`config.mk`:
```
export PLATFORM = sky130hd
export DESIGN_NAME = ive_top
export DESIGN_NICKNAME = d
export VERILOG_FILES = /design/src/design/ive_pkg.sv /design/src/design/ive_prio_enc.sv /design/src/design/ive_top.sv
export SDC_FILE = /design/constraint.sdc
export NUM_CORES = 1
export LEC_CHECK = 0
export ABC_CLOCK_PERIOD_IN_PS = 1750
export BUFFER_PORTS_ARGS = -buffer_cell sky130_fd_sc_hd__buf_2
export CORE_MARGIN = 2
export CORE_UTILIZATION = 45
export DETAILED_ROUTE_END_ITERATION = 16
export GPL_TIMING_DRIVEN = 0
export HOLD_SLACK_MARGIN = 0.05
export MAX_ROUTING_LAYER = met4
export PLACE_DENSITY = 0.75
export REMOVE_ABC_BUFFERS = 1
export SYNTH_ARGS = -nofsm -noshare
export SYNTH_HDL_FRONTEND = slang
export SYNTH_SLANG_ARGS = --single-unit
```
`constraint.sdc`:
```
create_clock -name mclk -period 1.75 [get_ports mclk]
set_input_delay 0.0875 -clock mclk [delete_from_list [all_inputs] [get_ports mclk]]
set_output_delay 0.0875 -clock mclk [all_outputs]
set_load 0.05 [all_outputs]
```
`src/design/ive_pkg.sv`:
```
// Package for the interrupt enable and vector block: register address,
// field positions, source ranks and vector layout.
// Assumes a CPU core that talks over an 8-bit special-register port.
package ive_pkg;

  localparam int IVE_NUM_SRC = 15;

  // Special-register address of the enable mask
  localparam logic [7:0] IVE_ENABLE_MASK_ADDR = 8'ha8;
  localparam logic [7:0] IVE_ENABLE_MASK_RESET = 8'h00;
  // Extended enable register (one bit per rank 7..14)
  localparam logic [7:0] IVE_EXT_ENABLE_ADDR = 8'he6;
  localparam logic [7:0] IVE_EXT_ENABLE_RESET = 8'h00;
  // Read-only view of raw pending sources, low and high halves
  localparam logic [7:0] IVE_PEND_LO_ADDR = 8'he8;
  localparam logic [7:0] IVE_PEND_HI_ADDR = 8'he9;

  // Enable mask bit positions
  localparam int IVE_BIT_GLOBAL = 7;
  localparam int IVE_BIT_SPI = 6;
  localparam int IVE_BIT_TMR2 = 5;
  localparam int IVE_BIT_UART = 4;
  localparam int IVE_BIT_TMR1 = 3;
  localparam int IVE_BIT_EXT1 = 2;
  localparam int IVE_BIT_TMR0 = 1;
  localparam int IVE_BIT_EXT0 = 0;

  // Source ranks in the vector table
  localparam int IVE_RANK_EXT0 = 0;
  localparam int IVE_RANK_TMR0 = 1;
  localparam int IVE_RANK_EXT1 = 2;
  localparam int IVE_RANK_TMR1 = 3;
  localparam int IVE_RANK_UART = 4;
  localparam int IVE_RANK_TMR2 = 5;
  localparam int IVE_RANK_SPI = 6;
  localparam int IVE_RANK_SMB = 7;
  localparam int IVE_RANK_PMATCH = 8;
  localparam int IVE_RANK_ADC_WIN = 9;
  localparam int IVE_RANK_ADC_DONE = 10;
  localparam int IVE_RANK_PCA = 11;
  localparam int IVE_RANK_CMP0 = 12;
  localparam int IVE_RANK_CMP1 = 13;
  localparam int IVE_RANK_TMR3 = 14;
  // First extended rank, mapped to extended enable bit 0
  localparam int IVE_EXT_FIRST_RANK = 7;

  // Vector layout
  localparam logic [15:0] IVE_RESET_VECTOR = 16'h0000;
  localparam logic [15:0] IVE_VECTOR_BASE = 16'h0003;
  localparam int IVE_VECTOR_STEP = 8;

  // Latency figures, in system clock cycles
  localparam int IVE_DETECT_CYCLES = 1;
  localparam int IVE_CALL_CYCLES = 4;

  typedef enum logic [1:0] {
    IVE_IDLE,
    IVE_CALL,
    IVE_IN_SERVICE
  } ive_state_t;

  // Register port from the core
  typedef struct packed {
    logic wr;
    logic rd;
    logic [7:0] addr;
    logic [7:0] wdata;
  } ive_reg_req_t;

  // Call request to the core
  typedef struct packed {
    logic req;
    logic [3:0] rank;
    logic [15:0] vector;
  } ive_call_t;

  // Peripheral flag group of one source with up to two flags
  typedef struct packed {
    logic [1:0] flag;
    logic [1:0] aux_en;
  } ive_src_flags_t;

endpackage

```
`src/design/ive_prio_enc.sv`:
```
// Fixed-order priority encoder: lowest set index wins.
// Assumes a request vector that is stable within one clock.
`timescale 1ns/1ps
module ive_prio_enc #(
  parameter int WIDTH = 15,
  parameter int IDX_W = 4
) (
  // Requests
  input wire logic [WIDTH-1:0] req,
  // Result
  output logic any,
  output logic [IDX_W-1:0] idx
);

  always_comb begin
    any = 1'b0;
    idx = '0;
    for (int i = WIDTH - 1; i >= 0; i--) begin
      if (req[i]) begin
        any = 1'b1;
        idx = IDX_W'(i);
      end
    end
  end

endmodule

```
`src/design/ive_top.sv`:
```
// Interrupt enable gating and vector selection for the 8-bit core.
// Assumes peripheral flags and the register port are in the mclk domain;
// the external inputs arrive from pins and are synchronised here.
// Operation
// - Global enable bit 7 at 0 blocks every request.
// - Global enable at 1 forwards each source by its own mask or extended enable bit.
// - Bit 6 gates all serial peripheral interface requests.
// - Bit 5 gates timer two, passing low or high overflow flags.
// - Bit 4 gates the UART request.
// - Bit 3 gates timer one overflow; bit 1 gates timer zero overflow.
// - Bit 2 gates external input one; bit 0 gates external input zero.
// - Timer two vectors to 0x002B, rank 5, flags qualified by aux enables.
// - Timer three vectors to 0x0073, rank 14, aux-qualified like timer two.
// - Conversion done vectors to 0x0053, rank 10, extended enable bit.
// - Equal-level requests are served lowest rank first.
// - Pending flags set regardless of mask and extended enables; masking only blocks.
// - Sampled every cycle; fastest response is detect plus four call cycles.
`timescale 1ns/1ps
module ive_top
  import ive_pkg::*;
(
  // Clock and reset
  input wire logic mclk,
  input wire logic rst_b,
  // Register port from the core
  input wire ive_pkg::ive_reg_req_t reg_req,
  output logic [7:0] reg_rdata,
  // External inputs from pins, active high request level
  input wire logic external_input_zero,
  input wire logic external_input_one,
  // Timer flags and aux enables
  input wire logic timer_zero_overflow_flag,
  input wire logic timer_one_overflow_flag,
  input wire logic timer_two_low_overflow_flag,
  input wire logic timer_two_high_overflow_flag,
  input wire logic timer_two_low_irq_aux_enable,
  input wire logic timer_two_capture_irq_aux_enable,
  input wire ive_pkg::ive_src_flags_t timer_three_flags,
  // Other peripheral flags
  input wire logic uart_flag,
  input wire logic spi_flag,
  input wire logic smbus_flag,
  input wire logic port_match_flag,
  input wire logic adc_window_flag,
  input wire logic conversion_done_flag,
  input wire logic pca_flag,
  input wire logic cmp0_flag,
  input wire logic cmp1_flag,
  // Core handshake
  input wire logic instr_boundary,
  input wire logic reti_done,
  // Call to the core
  output ive_pkg::ive_call_t call_out,
  output logic in_service,
  output logic [IVE_NUM_SRC-1:0] pending_view
);

  import ive_pkg::*;

  logic [7:0] interrupt_enable_mask;
  logic [7:0] ext_enable;
  logic [1:0] ext0_sync;
  logic [1:0] ext1_sync;
  logic [IVE_NUM_SRC-1:0] pend_q;
  ive_state_t state;
  logic [1:0] call_cnt;

  // Enable fields
  wire global_irq_enable = interrupt_enable_mask[IVE_BIT_GLOBAL];
  wire serial_periph_irq_enable = interrupt_enable_mask[IVE_BIT_SPI];
  wire timer_two_irq_enable = interrupt_enable_mask[IVE_BIT_TMR2];
  wire uart_irq_enable = interrupt_enable_mask[IVE_BIT_UART];
  wire timer_one_irq_enable = interrupt_enable_mask[IVE_BIT_TMR1];
  wire ext_input_one_irq_enable = interrupt_enable_mask[IVE_BIT_EXT1];
  wire timer_zero_irq_enable = interrupt_enable_mask[IVE_BIT_TMR0];
  wire ext_input_zero_irq_enable = interrupt_enable_mask[IVE_BIT_EXT0];
  wire conversion_done_irq_enable =
    ext_enable[IVE_RANK_ADC_DONE - IVE_EXT_FIRST_RANK];

  // Aux-qualified timer requests
  wire tmr2_raw = (timer_two_low_overflow_flag &
                   timer_two_low_irq_aux_enable) |
                  (timer_two_high_overflow_flag &
                   timer_two_capture_irq_aux_enable);
  wire tmr3_raw = |(timer_three_flags.flag &
                    timer_three_flags.aux_en);

  // Raw pending view, independent of the mask and extended enables
  logic [IVE_NUM_SRC-1:0] raw_pend;
  always_comb begin
    raw_pend = '0;
    raw_pend[IVE_RANK_EXT0] = ext0_sync[1];
    raw_pend[IVE_RANK_TMR0] = timer_zero_overflow_flag;
    raw_pend[IVE_RANK_EXT1] = ext1_sync[1];
    raw_pend[IVE_RANK_TMR1] = timer_one_overflow_flag;
    raw_pend[IVE_RANK_UART] = uart_flag;
    raw_pend[IVE_RANK_TMR2] = tmr2_raw;
    raw_pend[IVE_RANK_SPI] = spi_flag;
    raw_pend[IVE_RANK_SMB] = smbus_flag;
    raw_pend[IVE_RANK_PMATCH] = port_match_flag;
    raw_pend[IVE_RANK_ADC_WIN] = adc_window_flag;
    raw_pend[IVE_RANK_ADC_DONE] = conversion_done_flag;
    raw_pend[IVE_RANK_PCA] = pca_flag;
    raw_pend[IVE_RANK_CMP0] = cmp0_flag;
    raw_pend[IVE_RANK_CMP1] = cmp1_flag;
    raw_pend[IVE_RANK_TMR3] = tmr3_raw;
  end

  // Per-source mask
  logic [IVE_NUM_SRC-1:0] src_en;
  always_comb begin
    src_en = '0;
    src_en[IVE_RANK_EXT0] = ext_input_zero_irq_enable;
    src_en[IVE_RANK_TMR0] = timer_zero_irq_enable;
    src_en[IVE_RANK_EXT1] = ext_input_one_irq_enable;
    src_en[IVE_RANK_TMR1] = timer_one_irq_enable;
    src_en[IVE_RANK_UART] = uart_irq_enable;
    src_en[IVE_RANK_TMR2] = timer_two_irq_enable;
    src_en[IVE_RANK_SPI] = serial_periph_irq_enable;
    src_en[IVE_RANK_TMR3:IVE_EXT_FIRST_RANK] = ext_enable;
    src_en[IVE_RANK_ADC_DONE] = conversion_done_irq_enable;
  end

  // Masking blocks requests only; pending is never touched
  wire [IVE_NUM_SRC-1:0] gated =
    pend_q & src_en & {IVE_NUM_SRC{global_irq_enable}};

  wire any_req;
  wire [3:0] win_rank;
  ive_prio_enc #(
    .WIDTH(IVE_NUM_SRC),
    .IDX_W(4)
  ) u_prio (
    .req(gated),
    .any(any_req),
    .idx(win_rank)
  );

  // Vector of the winning rank
  wire [15:0] win_vector =
    IVE_VECTOR_BASE + 16'(win_rank) * 16'(IVE_VECTOR_STEP);

  // Register decode
  wire wr_ie = reg_req.wr && reg_req.addr == IVE_ENABLE_MASK_ADDR;
  wire wr_eie = reg_req.wr && reg_req.addr == IVE_EXT_ENABLE_ADDR;
  wire [7:0] next_rdata =
    (reg_req.addr == IVE_ENABLE_MASK_ADDR) ? interrupt_enable_mask :
    (reg_req.addr == IVE_EXT_ENABLE_ADDR) ? ext_enable :
    (reg_req.addr == IVE_PEND_LO_ADDR) ? pend_q[7:0] :
    (reg_req.addr == IVE_PEND_HI_ADDR) ? {1'b0, pend_q[14:8]} :
    8'h00;

  always_ff @(posedge mclk or negedge rst_b) begin
    if (!rst_b) begin
      interrupt_enable_mask <= IVE_ENABLE_MASK_RESET;
      ext_enable <= IVE_EXT_ENABLE_RESET;
      reg_rdata <= 8'h00;
    end else begin
      if (wr_ie)
        interrupt_enable_mask <= reg_req.wdata;
      if (wr_eie)
        ext_enable <= reg_req.wdata;
      reg_rdata <= reg_req.rd ? next_rdata : 8'h00;
    end
  end

  // Pin synchronisers, second stage only is read
  always_ff @(posedge mclk or negedge rst_b) begin
    if (!rst_b) begin
      ext0_sync <= 2'b00;
      ext1_sync <= 2'b00;
    end else begin
      ext0_sync <= {ext0_sync[0], external_input_zero};
      ext1_sync <= {ext1_sync[0], external_input_one};
    end
  end

  // Detect stage: sampled every cycle
  always_ff @(posedge mclk or negedge rst_b) begin
    if (!rst_b)
      pend_q <= '0;
    else
      pend_q <= raw_pend;
  end

  // Call sequencer; no call while a routine runs, since only one
  // level is modelled here
  wire start_call = state == IVE_IDLE && any_req && instr_boundary;
  wire [1:0] last_call = 2'(IVE_CALL_CYCLES - 1);

  always_ff @(posedge mclk or negedge rst_b) begin
    if (!rst_b) begin
      state <= IVE_IDLE;
      call_cnt <= 2'b00;
      call_out <= '0;
      in_service <= 1'b0;
    end else begin
      case (state)
        IVE_IDLE: begin
          if (start_call) begin
            state <= IVE_CALL;
            call_cnt <= 2'b00;
            call_out.req <= 1'b1;
            call_out.rank <= win_rank;
            call_out.vector <= win_vector;
          end
        end
        IVE_CALL: begin
          // Four-cycle call to the vector
          if (call_cnt == last_call) begin
            state <= IVE_IN_SERVICE;
            call_out.req <= 1'b0;
            in_service <= 1'b1;
          end else begin
            call_cnt <= call_cnt + 2'b01;
          end
        end
        IVE_IN_SERVICE: begin
          if (reti_done) begin
            state <= IVE_IDLE;
            in_service <= 1'b0;
          end
        end
        default: state <= IVE_IDLE;
      endcase
    end
  end

  always_ff @(posedge mclk or negedge rst_b) begin
    if (!rst_b)
      pending_view <= '0;
    else
      pending_view <= pend_q;
  end

endmodule

```
==> impl_metrics.py, run 1 <==
metrics = {
    "status": {
        "status": "finished clean",
    },
    "sta": {
        "rsz0062_at_grt": "yes",
        "hold_viol_final": 0,
        "finalSetupTns_ns": 0,
        "setup_viol": 0,
        "slew-limit-headroom": 0.441,
        "fin_skew_ns": 0.0106,
        "fmax_mhz": 590,
        "fin_crit_ns": 1.70,
        "worst_pin_slew_ns": 0.839,
        "min_period_over_period": 0.969,
        "setup_ws_ns": 0.0545,
        "drv_slew": 0,
    },
    "placed_design": {
        "io_buffer_count": 77,
        "post_dp_cell_area_mm2": 0.00314,
        "gp_congestion": 0.885,
        "post-place-cells": 351,
        "dp_hpwl_um": 4020,
        "dp_slack_ns": -0.210,
    },
    "yosys": {
        "synth_cell_types": 37,
        "ys_seq_elements": 69,
        "seq_area_frac_synth": 0.626,
        "yosys-top-cells-area": "dfrtp_1 63%, mux2_2 9.4%, buf_4 4.4%",
        "ys_async_sr_fraction": 1.00,
        "avgSynthCellArea_um2": 13.3,
        "syn_area_mm2": 0.00276,
        "synth-xor-area-share": 0,
        "synth_top_family_by_area": "compound AO/OA/AOI/OAI gates",
        "yosysMostFrequentCell": "dfrtp_1",
        "synthAdderAreaFrac": 0.00454,
        "synth-compound-area-share": 0.112,
        "synthDominantCellAreaShare": 0.626,
        "yosysWarnings": 0,
        "synthFlopType": "dfrtp_1",
        "synthTopCellsByCount": "69 x dfrtp_1, 23 x mux2_2, 17 x nand2_1",
        "muxShareOfSynthArea": 0.103,
        "synth_edf_count": 0,
        "synth_simple_gate_area_frac": 0.0980,
        "syn_inst": 208,
        "yosys.area.top_type": "dfrtp_1",
    },
    "power_and_ir_drop": {
        "peakVddDrop_v": 0.000552,
        "pwr-share-comb": 0.148,
        "p_int_w": 0.00277,
        "power.density_mw_per_mm2": 1020,
        "p_leak_nw": 1.82,
        "p_total_w": 0.00379,
        "sw_frac_of_total": 0.270,
        "p_clk_frac": 0.385,
        "pwr-share-seq": 0.466,
        "p_switching_w": 0.00102,
    },
    "global_routing": {
        "grt_max_degree": 70,
        "track_usage": 0.197,
        "antenna_found_initial": 0,
        "grt_pass1_vias": 1912,
        "grt-ovfl-total": 0,
        "grt_pass1_wl_um": 9130,
    },
    "clock_network": {
        "clk_pin_slew_ns": 0.07,
        "clk-insertion-delay-late_ns": 0.35,
        "cts_sinks": 69,
        "cts_tree": "built",
        "htreeDepth": 3,
        "cts_max_path_buffers": 2,
        "cts_buffers": 9,
        "cts_root_buffer": "clkbuf_8",
    },
    "floorplanning": {
        "die_h_um": 82.3,
        "core_mm2": 0.00592,
        "dieWidth_um": 82.3,
        "rows": 28,
        "initial_core_util": 0.466,
        "ios": 88,
        "die_area_mm2": 0.00677,
    },
    "routing": {
        "initialDrtViolationCount": 207,
        "vias_per_cell": 5.23,
        "dr.pass1.iters": 6,
        "wl_um": 5930,
        "drc": 0,
        "antenna_left": 0,
        "vias": 2091,
        "wl_per_cell_um": 14.8,
    },
    "layout": {
        "fin_cells": 400,
        "layout.nets": 364,
        "num_antenna_cells": 0,
        "layout-drive-gt1-share": 0.397,
        "syn_to_final_growth_pct": 34.5,
        "final_area_mm2": 0.00371,
    },
    "critical_path": {
        "crit_chain": "a22oi_1 -> a41oi_1 -> o21ai_4 -> mux2_4",
        "startpoint_type": "flip-flop",
        "path_buf_inv": 0,
        "endpoint_kind": "flip-flop",
        "slowest_stage": "dfrtp_1",
        "cpLargestDelayFamily": "compound AO/OA/AOI/OAI gates",
        "crit_fanout": 4,
        "worstSetupPathType": "reg -> reg",
        "arrival_ns": 1.93,
        "crit_required_ns": 1.98,
        "slowest_delay_ns": 0.44,
    },
    "job": {
        "maxCapViolCount": 0,
    },
    "min_path": {
        "hold_class": "in -> reg",
    },
}
cell type report:
cell class                 count  area [um^2]
fill                         475         2210
tap                           75         93.8
sequential                    69         1730
multi-input combinational    126          933
timing repair buffer         110          706
clock buffer                  11          151
inverter                       4         15.0
clock inverter                 5         81.3
flip-flops by register name (all words and copies together) (netlist names):
signal,flops
state,2
ext0_sync,2
reg_rdata,8
ext_enable,8
pending_view,15
pend_q,15
call_cnt,2
ext1_sync,2
call_out,6
in_service,1
interrupt_enable_mask,8
worst min-delay path, delay by kind of cell:
family        cells  cell delay [ns]
buf+inv           1             0.12
simple gates      1             0.11
mux               1             0.16
power by group through the flow:
stage / clock network (W) / logic [W] / registers (W)
after CTS: 0.00150 / 0.000557 / 0.00177
final: 0.00146 / 0.000563 / 0.00177
after detailed placement: 0 / 0.000501 / 0.00180
after global routing: 0.00157 / 0.000613 / 0.00178
after floorplan: 0 / 0.000176 / 0.00194
after global placement: 0 / 0.000493 / 0.00179
timing repair:
item                                    CTS  global route
gates resized for setup                   1             3
hold buffers                             28             0
pin swaps                                 2             2
buffers inserted                          3             2
endpoints found under the setup margin    8             7
hold endpoints to repair                109             0
final timing paths:
path / from / endpoint / slack, ns / cells past startpoint
hold reg to reg: ext0_sync[1] / pend_q[0] / 0.35 / 0
setup / recovery: interrupt_enable_mask[6] / call_out[16] / 0.05 / 4
min in group asynchronous: rst_b / ext_enable[6] / 0.39 / 2
max in group asynchronous: rst_b / ext_enable[5] / 0.77 / 2
hold / removal: reg_req[17] / ext_enable[0] / 0.17 / 3
setup reg to reg: interrupt_enable_mask[6] / call_out[16] / 0.05 / 4
routing by layer:
metal	GRT usage	vias to the layer above	routed length, um	part of all wire
met5	-	-	0	0
met4	0.0850	0	122	0.021
met3	0.0804	10	433	0.073
met2	0.283	95	2860	0.48
met1	0.247	1025	2510	0.42
li1	-	961	-	-
kinds of logic (layout without fill, tap and decap cells):
logic type | Yosys count | in the layout
multiplexers | 25 | 25
AND/OR/NAND/NOR | 49 | 49
other | 1 | 10
AO/OA/AOI/OAI | 41 | 41
adder cells (fa/ha/maj) | 1 | 1
flip-flops | 69 | 69
buffers and inverters | 22 | 130
placed cells by master, fill, tap and decap left out, types with 8 or more instances in the layout:
cell type,netlist,routed
dfrtp_1,69,68
a222oi_1,9,9
conb_1,1,10
mux2_2,23,23
nor2b_1,8,8
clkbuf_8,0,11
nand2_1,17,17
buf_2,1,76
a21oi_1,10,10
dlygate4sd3_1,0,28
per-stage QoR:
step | hold slack (ns) | util
2_1_floorplan | -0.208 | -
3_3_place_gp | 0.196 | 0.529
3_5_place_dp | 0.197 | 0.530
4_1_cts | 0.151 | 0.621
5_1_grt | 0.169 | 0.626
6_report | 0.169 | 0.626
Note: power is estimated with default switching activity, not from simulation.
==> inputs of run 2 (changes only) <==
--- a/config.mk
+++ b/config.mk
@@ -9,3 +9,2 @@
 export BUFFER_PORTS_ARGS = -buffer_cell sky130_fd_sc_hd__buf_2
-export CORE_MARGIN = 2
 export CORE_UTILIZATION = 45
@@ -14,3 +13,2 @@
 export HOLD_SLACK_MARGIN = 0.05
-export MAX_ROUTING_LAYER = met4
 export PLACE_DENSITY = 0.75
--- a/constraint.sdc
+++ b/constraint.sdc
@@ -3,2 +3,2 @@
 set_output_delay 0.0875 -clock mclk [all_outputs]
-set_load 0.05 [all_outputs]
+set_load 0.01 [all_outputs]
==> impl_metrics.py, run 2 (synthesized netlist as in run 1, its figures left out) <==
metrics = {
    "routing": {
        "wl_per_cell_um": 15.0,
        "dr_wl_met2_um": 2880,
        "topRoutingLayerUsed": "met4",
        "antenna_left": 0,
        "dr.pass1.iters": 5,
        "vias_per_cell": 5.17,
        "vias": 2062,
        "drc": 0,
        "wl_met3_um": 396,
        "met1_length_um": 2550,
        "initialDrtViolationCount": 241,
        "wl_um": 5980,
    },
    "critical_path": {
        "crit_start": "ext_enable[6]",
        "arrival_ns": 1.92,
        "r2r_slack_ns": 0.04,
        "r2r_end": "call_out[16]",
        "worstSetupPathType": "reg -> reg",
        "critPathCapture": "call_out[16]",
        "crit_fanout": 4,
        "startpoint_type": "flip-flop",
        "endpoint_kind": "flip-flop",
        "crit_required_ns": 1.97,
        "r2r_start": "ext_enable[6]",
        "reg2reg_depth": 5,
    },
    "clock_network": {
        "clk_pin_slew_ns": 0.07,
        "htreeDepth": 3,
        "cts_max_path_buffers": 2,
        "cts_tree": "built",
        "clk-insertion-delay-late_ns": 0.34,
        "cts_buffers": 9,
        "cts_sinks": 69,
        "cts_root_buffer": "clkbuf_8",
    },
    "power_and_ir_drop": {
        "power.density_mw_per_mm2": 893,
        "p_leak_nw": 1.80,
        "peakVddDrop_v": 0.000459,
    },
    "layout": {
        "num_antenna_cells": 0,
        "syn_to_final_growth_pct": 32.3,
        "reg_top3": "pend_q x15, pending_view x15",
        "mostFrequentLayoutCells": "76 x buf_2, 69 x dfrtp_1, 28 x dlygate4sd3_1, 23 x mux2_2, 17 x nand2_1",
        "fin_cells": 399,
        "final_core_util": 0.616,
        "fillers": 469,
        "layout.nets": 365,
        "layout-drive-gt1-share": 0.389,
        "final_common_cell": "buf_2",
    },
    "sta": {
        "fin_crit_ns": 1.71,
        "setup_viol": 0,
        "drv_slew": 0,
        "hold_viol_final": 0,
        "fmax_mhz": 587,
        "rsz0062_at_grt": "no",
        "finalSetupTns_ns": 0,
        "slew-limit-headroom": 0.444,
        "min_period_over_period": 0.974,
        "fin_skew_ns": 0.0102,
        "worst_pin_slew_ns": 0.834,
    },
    "placed_design": {
        "io_buffer_count": 77,
        "dp_hpwl_um": 4080,
        "post-place-cells": 351,
        "gp_congestion": 0.868,
    },
    "floorplanning": {
        "die_area_mm2": 0.00644,
        "rows": 28,
        "dieWidth_um": 80.3,
        "core_mm2": 0.00592,
        "die_h_um": 80.3,
        "initial_core_util": 0.466,
        "ios": 88,
    },
    "global_routing": {
        "grt-ovfl-total": 0,
        "grt_pass1_vias": 1997,
        "antenna_found_initial": 0,
        "track_usage": 0.203,
        "grt_pass1_wl_um": 9400,
        "grt_max_degree": 70,
    },
    "status": {
        "status": "finished clean",
    },
    "min_path": {
        "hold_class": "in -> reg",
    },
    "job": {
        "maxCapViolCount": 0,
    },
}
-- run 2: cell count changes in the layout (fill, tap and decap cells not counted), sizes merged --
cell,previous run,this run
buf,82,83
bufinv,2,0
clkbuf,11,12
clkinv,1,2
clkinvlp,1,0
inv,5,4
-- run 2: metrics by stage --
stage	area (um^2)	power [W]	hold slack (ns)	setup WS, ns
3_5_place_dp	3140	0.00211	0.197	-0.196
6_report	3650	0.00326	0.179	0.0450
4_1_cts	3610	0.00328	0.174	0.0478
3_3_place_gp	3130	0.00210	0.196	-0.179
2_1_floorplan	2660	0.00194	-0.208	0.0893
5_1_grt	3650	0.00343	0.181	0.0101
-- run 2: final cells by class --
class / count / area [um^2] / share of cell area
Clock buffer: 12 / 155 / 0.0425
Clock inverter: 2 / 10.0 / 0.00274
Inverter: 4 / 15.0 / 0.00412
Multi-Input combinational cell: 126 / 933 / 0.256
Sequential cell: 69 / 1730 / 0.473
Tap cell: 75 / 93.8 / 0.0257
Timing Repair Buffer: 111 / 713 / 0.196
-- run 2: power by group --
part | switching [W] | internal [W]
Clock | 0.000537 | 0.000572
Sequential | 0.0000792 | 0.00169
Combinational | 0.000181 | 0.000198
Total | 0.000797 | 0.00246
-- run 2: worst min-delay path by stage --
stage / to / cells after the start / slack, ns / startpoint
global route: ext_enable[0] / 3 / 0.18 / reg_req[17]
finish: ext_enable[6] / 3 / 0.18 / reg_req[17]
CTS: ext_enable[2] / 3 / 0.17 / reg_req[17]
global placement: pend_q[4] / 1 / 0.20 / uart_flag
floorplan: call_cnt[0] / 0 / -0.21 / rst_b
detailed placement: pend_q[11] / 1 / 0.20 / pca_flag
-- run 2: layer usage --
layer	up-vias	global-route usage
li1	960	-
met1	999	0.253
met2	92	0.321
met3	11	0.0500
met4	0	0.120
met5	-	0
-- run 2: worst max-delay path, stage by stage (launching register included) --
cell	delay, ns
dfrtp_1	0.43
a222oi_1	0.33
buf_4	0.20
a31oi_4	0.09
o21ai_4	0.21
mux2_4	0.32
-- run 2: timing repair --
action / 4_1_cts / 5_1_grt
setup endpoints to repair: 5 / 4
hold buffers: 28 / 0
pin swaps: 2 / 2
setup buffers: 3 / 3
endpoints found under the hold margin: 108 / 0
resized for setup: 1 / 2
==> inputs of run 3 (changes only) <==
- ABC_CLOCK_PERIOD_IN_PS: 1750 -> 1380
- clock period: 1.75 -> 1.38 ns (I/O delays scaled with it)
==> impl_metrics.py, run 3 (synthesized netlist as in run 1, its figures left out) <==
metrics = {
    "sta": {
        "setup_viol": 10,
        "hold_viol_final": 0,
        "min_period_over_period": 1.20,
        "rsz0062_at_grt": "yes",
        "worst_pin_slew_ns": 0.835,
        "slew-limit-headroom": 0.444,
        "setup_ws_ns": -0.280,
        "drv_slew": 0,
        "fmax_mhz": 602,
        "finalSetupTns_ns": -1.71,
        "fin_skew_ns": 0.00709,
        "fin_crit_ns": 1.66,
    },
    "critical_path": {
        "reg2reg_depth": 5,
        "endpoint_kind": "flip-flop",
        "r2r_end": "call_out[16]",
        "worstSetupPathType": "reg -> reg",
        "r2r_start": "pend_q[12]",
        "crit_required_ns": 1.60,
        "crit_start": "pend_q[12]",
        "crit_fanout": 3,
        "critPathCapture": "call_out[16]",
        "arrival_ns": 1.88,
        "r2r_slack_ns": -0.28,
        "startpoint_type": "flip-flop",
    },
    "routing": {
        "initialDrtViolationCount": 285,
        "dr.pass1.iters": 5,
        "antenna_left": 0,
        "vias_per_cell": 5.20,
        "wl_per_cell_um": 15.1,
        "wl_um": 6070,
        "vias": 2092,
        "drc": 0,
    },
    "status": {
        "status": "complete, but fails checks",
        "failed_checks": "setup timing",
    },
    "global_routing": {
        "grt_pass1_wl_um": 9700,
        "grt_max_degree": 70,
        "grt_pass1_vias": 2030,
        "grt-ovfl-total": 0,
        "antenna_found_initial": 0,
        "track_usage": 0.209,
    },
    "floorplanning": {
        "rows": 28,
        "die_area_mm2": 0.00644,
        "core_mm2": 0.00592,
        "ios": 88,
        "dieWidth_um": 80.3,
        "initial_core_util": 0.466,
        "die_h_um": 80.3,
    },
    "layout": {
        "final_common_cell": "buf_2",
        "layout-drive-gt1-share": 0.416,
        "layout.nets": 368,
        "final_area_mm2": 0.00372,
        "mostFrequentLayoutCells": "76 x buf_2, 69 x dfrtp_1, 28 x dlygate4sd3_1, 22 x mux2_2, 17 x nand2_1",
        "num_antenna_cells": 0,
        "fillers": 466,
        "reg_top3": "pend_q x15, pending_view x15",
        "syn_to_final_growth_pct": 34.8,
        "final_core_util": 0.628,
    },
    "placed_design": {
        "post_dp_cell_area_mm2": 0.00314,
        "dp_hpwl_um": 4080,
        "io_buffer_count": 77,
        "gp_congestion": 0.868,
        "dp_slack_ns": -0.566,
    },
    "power_and_ir_drop": {
        "power.density_mw_per_mm2": 1120,
        "p_total_w": 0.00416,
        "peakVddDrop_v": 0.000584,
        "p_leak_nw": 1.83,
    },
    "clock_network": {
        "cts_max_path_buffers": 2,
        "clk-insertion-delay-late_ns": 0.33,
        "htreeDepth": 3,
        "cts_root_buffer": "clkbuf_8",
        "clk_pin_slew_ns": 0.07,
        "cts_buffers": 9,
        "cts_sinks": 69,
        "cts_tree": "built",
    },
    "min_path": {
        "hold_class": "in -> reg",
        "worstHoldStart": "reg_req[17]",
    },
    "job": {
        "maxCapViolCount": 0,
    },
}
==> run 3: cell count changes in the layout (fill, tap and decap cells not counted), sizes merged <==
cell	previous run	this run
buf	83	86
==> run 3: metrics by stage <==
stage               hold WS [ns]  std cells
finish                     0.162        402
global route               0.162        402
CTS                        0.156        399
detailed placement         0.178        351
global placement           0.177        351
floorplan                 -0.227        199
==> run 3: timing repair <==
item | 4_1_cts | 5_1_grt
hold endpoints to repair | 109 | 0
setup endpoints to repair | 9 | 13
buffers inserted | 6 | 4
pin swaps | 2 | 6
hold buffers | 28 | 0
gates cloned | 0 | 0
gates resized for setup | 5 | 8
==> run 3: worst max-delay path: stages (launching register included) <==
cell and delay, ns:
dfrtp_1 0.42, a222oi_1 0.32, buf_4 0.20, a31oi_4 0.10
o21ai_4 0.18, mux2_4 0.32
==> run 3: how the worst min path moves through the flow <==
| stage | depth (start not counted) | slack [ns] | end |
|---|---|---|---|
| after floorplan | 0 | -0.23 | call_cnt[0] |
| after global placement | 1 | 0.18 | pend_q[4] |
| after detailed placement | 1 | 0.18 | pend_q[11] |
| after CTS | 3 | 0.16 | ext_enable[2] |
| after global routing | 3 | 0.16 | call_out[19] |
| final | 3 | 0.16 | ext_enable[6] |
==> run 3: where the power goes <==
group,internal (W),switching [W]
logic,0.000262,0.000236
registers,0.00214,0.000101
clock network,0.000725,0.000688
==> run 3: layer usage <==
layer,wire length [um],vias up,GRT usage
li1,-,971,-
met1,2550,1019,0.264
met2,2980,93,0.332
met3,410,9,0.0489
met4,130,0,0.116
met5,0,-,0
==> run 3: final cells by class <==
| type | count | area [um^2] | area share |
|---|---|---|---|
| well taps | 75 | 93.8 | 0.0252 |
| flip-flops and latches | 69 | 1730 | 0.464 |
| inverters | 4 | 15.0 | 0.00404 |
| clock buffers | 12 | 155 | 0.0417 |
| clock inverters | 2 | 10.0 | 0.00269 |
| repair buffers | 114 | 743 | 0.200 |
| multi-input cells | 126 | 973 | 0.262 |
